[src/hw/bcpc_params.svh]
// Constants for the break condition and performance counter block
`ifndef BCPC_PARAMS_SVH
`define BCPC_PARAMS_SVH

// Register bus geometry
`define BCPC_ADDR_W 8
`define BCPC_DATA_W 32
`define BCPC_REG_STRIDE 4

// Register byte offsets
`define BCPC_OFF_CTRL 8'h00
`define BCPC_OFF_STAT 8'h04
`define BCPC_OFF_BCNT1 8'h08
`define BCPC_OFF_BCNT2 8'h0C
`define BCPC_OFF_SEL0 8'h10
`define BCPC_OFF_CNT0 8'h20

// Control register fields
`define BCPC_CTRL_MODE_LSB 0
`define BCPC_CTRL_MODE_W 2
`define BCPC_CTRL_BRK1_EN 2
`define BCPC_CTRL_BRK2_EN 3
`define BCPC_CTRL_INIT 4

// Status register fields
`define BCPC_STAT_WIN 0
`define BCPC_STAT_HALT 1
`define BCPC_STAT_PEND 2
`define BCPC_STAT_OVF_LSB 8

// Selector field and event vector
`define BCPC_SEL_W 5
`define BCPC_EV_W 32

// Reset values
`define BCPC_RST_EN 2'h0

// Timing and increments
`define BCPC_HALT_SLIP 2
`define BCPC_SLIP_W 2
`define BCPC_BRANCH_INC 2'h2
`define BCPC_UNIT_INC 2'h1

`endif

[src/hw/bcpc_pkg.sv]
// Types shared by the break condition and performance counter block
package bcpc_pkg;

    // Measurement window start/stop modes
    typedef enum logic [1:0] {
        mode_normal,
        mode_c1_to_c2,
        mode_c2_to_c1
    } bcpc_mode_t;

    // Channel event selector codes, in selector order
    typedef enum logic [4:0] {
        ev_off,
        ev_elapsed_time,
        ev_exec_states,
        ev_branch,
        ev_instr,
        ev_dsp_instr,
        ev_id_conflict,
        ev_other_conflict,
        ev_exception,
        ev_dtlb_miss,
        ev_itlb_miss,
        ev_interrupt,
        ev_block_bit,
        ev_priv_mode,
        ev_icache_miss,
        ev_dcache_miss,
        ev_fetch_stall,
        ev_data_stall,
        ev_icache_stall,
        ev_dcache_stall,
        ev_cacheable_stall,
        ev_xyram_stall,
        ev_uram_stall,
        ev_mem_access_stall,
        ev_other_access,
        ev_uncached_area,
        ev_uncached_instr,
        ev_uncached_data,
        ev_cacheable_area
    } bcpc_ev_t;

endpackage

[src/hw/bcpc_chan_if.sv]
// Carrier between the block top and one counter channel
`timescale 1ns/100ps
`include "bcpc_params.svh"

interface bcpc_chan_if #(
    parameter int CNT_W = 32
);
    logic ce;
    logic clr;
    logic win;
    bcpc_pkg::bcpc_ev_t sel;
    logic [`BCPC_EV_W-1:0] ev;
    logic [CNT_W-1:0] cnt;
    logic ovf;

    modport top (output ce, clr, win, sel, ev, input cnt, ovf);
    modport chan (input ce, clr, win, sel, ev, output cnt, ovf);
endinterface

[src/hw/bcpc_top.sv]
// Break condition unit with four-channel performance counter
`timescale 1ns/100ps
`include "bcpc_params.svh"

module bcpc_top #(
    parameter int NUM_CH = 4,
    parameter int CNT_W = 32,
    parameter int BCNT_W = 16,
    parameter bit HAS_DSP = 1'b1,
    parameter bit HAS_MMU = 1'b1,
    parameter bit HAS_XYRAM = 1'b1,
    parameter bit HAS_URAM = 1'b1
) (
    // Clock, reset, clock enable
    input wire logic clk_sys_i,
    input wire logic srst_i,
    input wire logic ce_i,
    // Register port
    input wire logic [`BCPC_ADDR_W-1:0] reg_addr_i,
    input wire logic [`BCPC_DATA_W-1:0] reg_wdata_i,
    input wire logic reg_wr_i,
    input wire logic reg_rd_i,
    output logic [`BCPC_DATA_W-1:0] reg_rdata_o,
    // CPU execution status
    input wire logic run_start_i,
    input wire logic retire_i,
    input wire logic delay_slot_i,
    input wire logic multistep_i,
    input wire logic sw_bp_exec_i,
    input wire logic brk1_match_i,
    input wire logic brk2_match_i,
    input wire logic [`BCPC_EV_W-1:0] ev_i,
    // Debug outputs
    output logic halt_req_o,
    output logic window_open_o,
    output logic [NUM_CH-1:0] ovf_o
);

    ////////////////////////////////////////////////////////////////////////
    // Elaboration checks

    if (NUM_CH < 1 || NUM_CH > 4) begin : g_bad_ch
        $error("NUM_CH must be 1 to 4");
    end
    if (CNT_W < 2 || CNT_W > `BCPC_DATA_W) begin : g_bad_cnt
        $error("CNT_W must be 2 to 32");
    end
    if (BCNT_W < 1 || BCNT_W > `BCPC_DATA_W) begin : g_bad_bcnt
        $error("BCNT_W must be 1 to 32");
    end

    ////////////////////////////////////////////////////////////////////////
    // Declarations

    bcpc_pkg::bcpc_mode_t mode;
    logic [1:0] brk_en;
    logic [BCNT_W-1:0] brk_lim [2];
    logic [BCNT_W-1:0] brk_run [2];
    logic [BCNT_W-1:0] next_run [2];
    bcpc_pkg::bcpc_ev_t ch_sel [NUM_CH];
    logic [CNT_W-1:0] ch_cnt [NUM_CH];
    logic [NUM_CH-1:0] ch_ovf;
    logic [1:0] raw;
    logic [1:0] hit;
    logic wr_ctrl;
    logic init_pulse;
    logic win_q;
    logic pend_q;
    logic [`BCPC_SLIP_W-1:0] slip_q;
    logic halt_q;
    logic brk_stop;
    logic halt_set;
    logic win_open;
    logic win_close;
    logic [`BCPC_EV_W-1:0] ev_eff;
    logic [`BCPC_DATA_W-1:0] rd_mux;

    assign wr_ctrl = reg_wr_i && (reg_addr_i == `BCPC_OFF_CTRL);
    assign init_pulse = wr_ctrl && reg_wdata_i[`BCPC_CTRL_INIT];

    ////////////////////////////////////////////////////////////////////////
    // Control registers

    // Mode and break enables
    always_ff @(posedge clk_sys_i) begin
        if (srst_i) begin
            mode <= bcpc_pkg::mode_normal;
            brk_en <= `BCPC_RST_EN;
        end else if (ce_i && wr_ctrl) begin
            mode <= bcpc_pkg::bcpc_mode_t'(reg_wdata_i[`BCPC_CTRL_MODE_LSB
                    +: `BCPC_CTRL_MODE_W]);
            brk_en[0] <= reg_wdata_i[`BCPC_CTRL_BRK1_EN];
            brk_en[1] <= reg_wdata_i[`BCPC_CTRL_BRK2_EN];
        end
    end

    // Execution count limits; zero means a plain break
    always_ff @(posedge clk_sys_i) begin
        if (srst_i) begin
            brk_lim[0] <= '0;
            brk_lim[1] <= '0;
        end else if (ce_i && reg_wr_i) begin
            if (reg_addr_i == `BCPC_OFF_BCNT1) begin
                brk_lim[0] <= reg_wdata_i[BCNT_W-1:0];
            end
            if (reg_addr_i == `BCPC_OFF_BCNT2) begin
                brk_lim[1] <= reg_wdata_i[BCNT_W-1:0];
            end
        end
    end

    // Channel selectors; undefined codes fall back to disabled
    always_ff @(posedge clk_sys_i) begin
        for (int i = 0; i < NUM_CH; i++) begin
            if (srst_i) begin
                ch_sel[i] <= bcpc_pkg::ev_off;
            end else if (ce_i && reg_wr_i && reg_addr_i ==
                         `BCPC_ADDR_W'(`BCPC_OFF_SEL0
                         + i * `BCPC_REG_STRIDE)) begin
                if (reg_wdata_i[`BCPC_SEL_W-1:0] >
                    bcpc_pkg::ev_cacheable_area) begin
                    ch_sel[i] <= bcpc_pkg::ev_off;
                end else begin
                    ch_sel[i] <= bcpc_pkg::bcpc_ev_t'(
                        reg_wdata_i[`BCPC_SEL_W-1:0]);
                end
            end
        end
    end

    ////////////////////////////////////////////////////////////////////////
    // Break condition matching

    // Raw matches and execution-count qualification
    always_comb begin
        raw[0] = brk1_match_i && brk_en[0];
        raw[1] = brk2_match_i && brk_en[1] && !sw_bp_exec_i;
        for (int k = 0; k < 2; k++) begin
            next_run[k] = brk_run[k] + BCNT_W'(1);
            if (brk_lim[k] == '0) begin
                hit[k] = raw[k];
            end else begin
                hit[k] = raw[k] && !multistep_i
                         && (next_run[k] == brk_lim[k]);
            end
        end
    end

    // Match counters, rearmed on each run and each qualified fire
    always_ff @(posedge clk_sys_i) begin
        for (int k = 0; k < 2; k++) begin
            if (srst_i) begin
                brk_run[k] <= '0;
            end else if (ce_i) begin
                if (run_start_i) begin
                    brk_run[k] <= '0;
                end else if (raw[k] && !multistep_i && brk_lim[k] != '0) begin
                    brk_run[k] <= hit[k] ? '0 : next_run[k];
                end
            end
        end
    end

    ////////////////////////////////////////////////////////////////////////
    // Halt request

    assign brk_stop = (mode == bcpc_pkg::mode_normal) && (hit != 2'h0);
    assign halt_set = pend_q && !halt_q
                      && (slip_q == `BCPC_SLIP_W'(`BCPC_HALT_SLIP));

    // Pending break and retirement slip
    always_ff @(posedge clk_sys_i) begin
        if (srst_i) begin
            pend_q <= 1'b0;
            slip_q <= '0;
        end else if (ce_i) begin
            if (run_start_i) begin
                pend_q <= 1'b0;
                slip_q <= '0;
            end else if (brk_stop && !pend_q) begin
                pend_q <= 1'b1;
                slip_q <= '0;
            end else if (pend_q && retire_i && !delay_slot_i
                         && slip_q != `BCPC_SLIP_W'(`BCPC_HALT_SLIP)) begin
                slip_q <= slip_q + `BCPC_SLIP_W'(1);
            end
        end
    end

    // Halt held until the next run
    always_ff @(posedge clk_sys_i) begin
        if (srst_i) begin
            halt_q <= 1'b0;
        end else if (ce_i) begin
            if (run_start_i) begin
                halt_q <= 1'b0;
            end else if (halt_set) begin
                halt_q <= 1'b1;
            end
        end
    end

    ////////////////////////////////////////////////////////////////////////
    // Measurement window

    always_comb begin
        unique case (mode)
            bcpc_pkg::mode_normal: begin
                win_open = run_start_i;
                win_close = halt_set;
            end
            bcpc_pkg::mode_c1_to_c2: begin
                win_open = hit[0];
                win_close = hit[1];
            end
            bcpc_pkg::mode_c2_to_c1: begin
                win_open = hit[1];
                win_close = hit[0];
            end
            default: begin
                win_open = 1'b0;
                win_close = 1'b1;
            end
        endcase
    end

    always_ff @(posedge clk_sys_i) begin
        if (srst_i) begin
            win_q <= 1'b0;
        end else if (ce_i) begin
            if (win_close) begin
                win_q <= 1'b0;
            end else if (win_open) begin
                win_q <= 1'b1;
            end
        end
    end

    ////////////////////////////////////////////////////////////////////////
    // Counter channels

    // Event vector with fixed and absent units masked
    always_comb begin
        ev_eff = ev_i;
        ev_eff[bcpc_pkg::ev_off] = 1'b0;
        ev_eff[bcpc_pkg::ev_elapsed_time] = 1'b1;
        if (!HAS_DSP) begin
            ev_eff[bcpc_pkg::ev_dsp_instr] = 1'b0;
        end
        if (!HAS_MMU) begin
            ev_eff[bcpc_pkg::ev_dtlb_miss] = 1'b0;
            ev_eff[bcpc_pkg::ev_itlb_miss] = 1'b0;
        end
        if (!HAS_XYRAM) begin
            ev_eff[bcpc_pkg::ev_xyram_stall] = 1'b0;
        end
        if (!HAS_URAM) begin
            ev_eff[bcpc_pkg::ev_uram_stall] = 1'b0;
        end
    end

    for (genvar i = 0; i < NUM_CH; i++) begin : g_ch
        bcpc_chan_if #(.CNT_W(CNT_W)) cif ();
        assign cif.ce = ce_i;
        assign cif.clr = init_pulse;
        assign cif.win = win_q;
        assign cif.sel = ch_sel[i];
        assign cif.ev = ev_eff;
        assign ch_cnt[i] = cif.cnt;
        assign ch_ovf[i] = cif.ovf;
        bcpc_chan #(.CNT_W(CNT_W)) u_chan (
            .clk_sys_i(clk_sys_i),
            .srst_i(srst_i),
            .bus(cif.chan)
        );
    end

    ////////////////////////////////////////////////////////////////////////
    // Register read

    // Read decode; unmapped addresses read zero
    always_comb begin
        rd_mux = '0;
        if (reg_addr_i == `BCPC_OFF_CTRL) begin
            rd_mux[`BCPC_CTRL_MODE_LSB +: `BCPC_CTRL_MODE_W] = mode;
            rd_mux[`BCPC_CTRL_BRK1_EN] = brk_en[0];
            rd_mux[`BCPC_CTRL_BRK2_EN] = brk_en[1];
        end else if (reg_addr_i == `BCPC_OFF_STAT) begin
            rd_mux[`BCPC_STAT_WIN] = win_q;
            rd_mux[`BCPC_STAT_HALT] = halt_q;
            rd_mux[`BCPC_STAT_PEND] = pend_q;
            rd_mux[`BCPC_STAT_OVF_LSB +: NUM_CH] = ch_ovf;
        end else if (reg_addr_i == `BCPC_OFF_BCNT1) begin
            rd_mux[BCNT_W-1:0] = brk_lim[0];
        end else if (reg_addr_i == `BCPC_OFF_BCNT2) begin
            rd_mux[BCNT_W-1:0] = brk_lim[1];
        end
        for (int i = 0; i < NUM_CH; i++) begin
            if (reg_addr_i == `BCPC_ADDR_W'(`BCPC_OFF_SEL0
                + i * `BCPC_REG_STRIDE)) begin
                rd_mux[`BCPC_SEL_W-1:0] = ch_sel[i];
            end
            if (reg_addr_i == `BCPC_ADDR_W'(`BCPC_OFF_CNT0
                + i * `BCPC_REG_STRIDE)) begin
                rd_mux[CNT_W-1:0] = ch_cnt[i];
            end
        end
    end

    // Read data valid only in the cycle after the strobe
    always_ff @(posedge clk_sys_i) begin
        if (srst_i) begin
            reg_rdata_o <= '0;
        end else if (ce_i) begin
            reg_rdata_o <= reg_rd_i ? rd_mux : '0;
        end
    end

    ////////////////////////////////////////////////////////////////////////
    // Outputs

    assign halt_req_o = halt_q;
    assign window_open_o = win_q;
    assign ovf_o = ch_ovf;

endmodule // bcpc_top

[src/hw/bcpc_chan.sv]
// One performance counter channel with event select and overflow flag
`timescale 1ns/100ps
`include "bcpc_params.svh"

module bcpc_chan #(
    parameter int CNT_W = 32
) (
    // Clock and reset
    input wire logic clk_sys_i,
    input wire logic srst_i,
    // Control and result
    bcpc_chan_if.chan bus
);

    logic [CNT_W-1:0] cnt_q;
    logic ovf_q;
    logic hit;
    logic [1:0] inc;
    logic [CNT_W:0] next_sum;

    // Event qualification and increment size
    always_comb begin
        hit = bus.win && (bus.sel != bcpc_pkg::ev_off) && bus.ev[bus.sel];
        inc = 2'h0;
        if (hit) begin
            if (bus.sel == bcpc_pkg::ev_branch) begin
                inc = `BCPC_BRANCH_INC;
            end else begin
                inc = `BCPC_UNIT_INC;
            end
        end
        next_sum = {1'b0, cnt_q} + (CNT_W+1)'(inc);
    end

    // Counter; wraps, the flag tells software the value is bad
    always_ff @(posedge clk_sys_i) begin
        if (srst_i) begin
            cnt_q <= '0;
        end else if (bus.ce) begin
            if (bus.clr) begin
                cnt_q <= '0;
            end else begin
                cnt_q <= next_sum[CNT_W-1:0];
            end
        end
    end

    // Sticky overflow; a carry in the clearing cycle still lands
    always_ff @(posedge clk_sys_i) begin
        if (srst_i) begin
            ovf_q <= 1'b0;
        end else if (bus.ce) begin
            if (next_sum[CNT_W]) begin
                ovf_q <= 1'b1;
            end else if (bus.clr) begin
                ovf_q <= 1'b0;
            end
        end
    end

    assign bus.cnt = cnt_q;
    assign bus.ovf = ovf_q;

endmodule // bcpc_chan

[config.mk]
export PLATFORM = sky130hd
export DESIGN_NAME = bcpc_top
export DESIGN_NICKNAME = d
export VERILOG_FILES = /design/src/hw/bcpc_pkg.sv /design/src/hw/bcpc_chan_if.sv /design/src/hw/bcpc_top.sv /design/src/hw/bcpc_chan.sv
export VERILOG_INCLUDE_DIRS = /design/src /design/src/hw
export SDC_FILE = /design/constraint.sdc
export NUM_CORES = 1
export LEC_CHECK = 0
export BUFFER_PORTS_ARGS = -buffer_cell sky130_fd_sc_hd__buf_2
export CORE_MARGIN = 2
export CORE_UTILIZATION = 56
export CTS_BUF_LIST = sky130_fd_sc_hd__clkbuf_2
export CTS_CLUSTER_DIAMETER = 200
export DETAILED_ROUTE_END_ITERATION = 7
export GPL_TIMING_DRIVEN = 1
export PLACE_DENSITY = 0.79
export SKIP_CTS_REPAIR_TIMING = 1
export SLEW_MARGIN = 25
export SYNTH_ARGS = -nofsm -noshare
export SYNTH_HDL_FRONTEND = slang
export SYNTH_SLANG_ARGS = --single-unit
[constraint.sdc]
create_clock -name clk_sys_i -period 4.1 [get_ports clk_sys_i]
set_input_delay 0.205 -clock clk_sys_i [delete_from_list [all_inputs] [get_ports clk_sys_i]]
set_output_delay 0.205 -clock clk_sys_i [all_outputs]
set_load 0.02 [all_outputs]
==> flow_metrics.tcl <==
set metrics [dict create \
    ir_drop_v 0.000136 \
    synthCells 1525 \
    routed_via_density 6.26 \
    drtAntennaViolNets 0 \
    period_minus_slack_ns 3.92 \
    drive_gt1_frac 0.178 \
    routed_wl_um 41200 \
    slowest_delay_ns 0.50 \
    area.growth.synth_to_final_pct 11.8 \
    cp_slowest_cell "mux4_2" \
    setup_violations 0 \
    fin_crit_sh 0.957 \
    first_pass_iters 8 \
    synth_seq_cells 257 \
    skew_ns 0.0526 \
    routedWlPerCell_um 20.1 \
    violations "negative hold slack" \
    cp_cell_sequence "buf_12, mux4_2, mux4_2, mux2_2, o311ai_1, nor2_1, ha_1, a21oi_1, nor3b_1, buf_4, nand2_1, nor2_4, and3_4, nand4_1, xor2_1, nor2_1" \
    total_power_mw 4.90 \
    vias 12800 \
    synth_edf_count 84 \
    core_area_sq_um 25100 \
    cp.required_ns 4.77 \
    netlist_area_sq_um 14300 \
    initial_core_util 0.568 \
    hp-class "in -> reg" \
    num-nets-final 1775 \
    fillerInstances 2084 \
    cts_buffers 68 \
    holdWs_ns -0.0120 \
    final_max_slew_viol_count 0 \
    cts-htree-levels 3 \
    synth_nets 1624 \
    tightest_slew_ns 1.03 \
    clockRootBuffer "clkbuf_2" \
    place_congestion 0.920 \
    syn_avg_cell_area_sq_um 9.35 \
    grt_pass1_vias 12000 \
    fin_util 0.634 \
    worst-setup-path-type "reg -> reg" \
    arrival_ns 4.59 \
    yosysWarnings 0 \
    end_kind "register" \
    finalHoldViolations 3 \
    grt_first_pass_wirelength_um 63800 \
    grt_max_degree 66 \
    critPathMaxFanout 11 \
    drv_cap 0 \
    path_buf_inv 2 \
    synthArstFlopShare 0 \
    fp.dieArea_sq_um 26700 \
    run_status "finished, violations left" \
    first_iter_violations 1434 \
    clock.fmax_mhz 255 \
    dieWidth_um 164 \
    die_y_um 164 \
    rows 58 \
    antenna_found_initial 2 \
    port_buffers 103 \
    synth-seq-area-share 0.420 \
    synth_cell_type_count 78 \
    io_pins 122 \
    p_leak_nw 5.89 \
    clk_latency_ns 0.86 \
    cts_max_path_buffers 3 \
    synth-main-ff-cell "dfxtp_1" \
    relSlewSlack 0.311 \
    cts_tree "done" \
    crit_family "multiplexers" \
    gr-total-overflow 0 \
    grt_usage 0.304 \
    startpoint_type "register" \
    cts.sinks 257 \
    drc 0 \
    p_per_area_nw_per_um2 308 \
    place_hpwl_um 29400 \
    clk_pin_slew_ns 0.11 \
]
-- per-stage QoR --
step / TNS (ns) / std cells / hold slack [ns] / cell area, sq um / worst slack (ns)
final: 0 / 2054 / -0.0120 / 15900 / 0.175
after floorplan: 0 / 1525 / 0.352 / 14300 / 0.00954
after detailed placement: 0 / 1910 / 0.462 / 15100 / 0.0735
after global routing: -0.0411 / 2054 / -0.00442 / 15900 / -0.0241
after CTS: 0 / 2026 / -0.377 / 15600 / 0.0137
after global placement: 0 / 1910 / 0.452 / 15100 / 0.131
-- area by class of cell --
| cell class | count | area (sq um) | share of cell area |
|---|---|---|---|
| sequential | 257 | 5990 | 0.376 |
| multi-input combinational | 1174 | 7910 | 0.497 |
| tap | 330 | 413 | 0.0259 |
| inverter | 23 | 86.3 | 0.00542 |
| timing repair buffer | 152 | 961 | 0.0603 |
| clock buffer | 102 | 510 | 0.0321 |
| clock inverter | 14 | 53.8 | 0.00338 |
| antenna | 2 | 5.00 | 0.000314 |
-- placed cells by master (no fill, tap or decap), types with 17 or more instances in the layout --
cell,n
xnor2_1,68
and3_1,34
xor2_1,91
a22o_1,17
nand4_1,32
and2_1,43
edfxtp_1,84
a22oi_1,85
o21ai_0,41
mux4_2,33
nand3_1,69
nor2_1,248
nor4_1,23
inv_1,23
dfxtp_1,173
buf_4,22
buf_2,103
dlygate4sd3_1,26
nor3_1,21
nand2_1,132
a21oi_1,32
clkbuf_2,102
-- worst register-to-register path, cell delays in order (launching register included) --
cell and delay [ns]:
edfxtp_1 0.39, buf_12 0.16, mux4_2 0.50, mux4_2 0.49, mux2_2 0.29, o311ai_1 0.17
nor2_1 0.16, ha_1 0.31, a21oi_1 0.07, nor3b_1 0.21, buf_4 0.17, nand2_1 0.14
nor2_4 0.15, and3_4 0.24, nand4_1 0.12, xor2_1 0.16, nor2_1 0.05
-- cells in the mapped netlist (all sizes together), types with 28 or more instances --
cell type    n  area share
xor2        91       0.056
a21oi       32       0.011
nand4       36       0.019
xnor2       68       0.042
dfxtp      173        0.24
nand3       72       0.027
nand2      132       0.035
and3        35       0.015
mux4        33       0.052
clkbuf      45       0.012
edfxtp      84        0.18
nor4        28       0.015
o21ai       44       0.016
nor2       254       0.067
and2        43       0.019
a22oi       85       0.045
-- path summary, 6_finish.rpt --
path	from	endpoint	slack (ns)	cells past startpoint
worst max-delay path	ch_sel[0][0]	g_ch[0].u_chan.bus.cnt[27]	0.18	16
worst min-delay path	sw_bp_exec_i	pend_q	-0.01	5
worst max register to register	ch_sel[0][0]	g_ch[0].u_chan.bus.cnt[27]	0.18	16
worst min register to register	g_ch[1].u_chan.bus.cnt[31]	g_ch[1].u_chan.bus.ovf	0.50	2
-- cell families after synthesis --
logic type	share of synthesized area
simple gates	0.242
mux	0.0645
buf+inv	0.0277
fa+ha+maj	0.0153
flops	0.420
xor+xnor	0.103
compound gates	0.127
-- state kept, by name, indices dropped and copies added (netlist names) --
signal and flops:
brk_en 2, brk_lim 32, brk_run 32, ch_sel 20, g_ch.u_chan.bus.cnt 128, g_ch.u_chan.bus.ovf 4
halt_req_o 1, mode 2, pend_q 1, reg_rdata_o 32, slip_q 2, window_open_o 1
-- per-layer routing --
metal	global-route usage	routed length, um	up-vias
li1	-	-	5897
met1	0.422	17200	6112
met2	0.464	18300	730
met3	0.0681	4480	110
met4	0.120	1280	0
met5	0	0	-
-- report_power, final --
group | switching (mW) | internal (mW) | total (mW)
combinational | 0.217 | 0.184 | 0.402
sequential | 0.0964 | 2.67 | 2.77
clock | 1.08 | 0.653 | 1.73
Note: power is estimated with default switching activity, not from simulation.
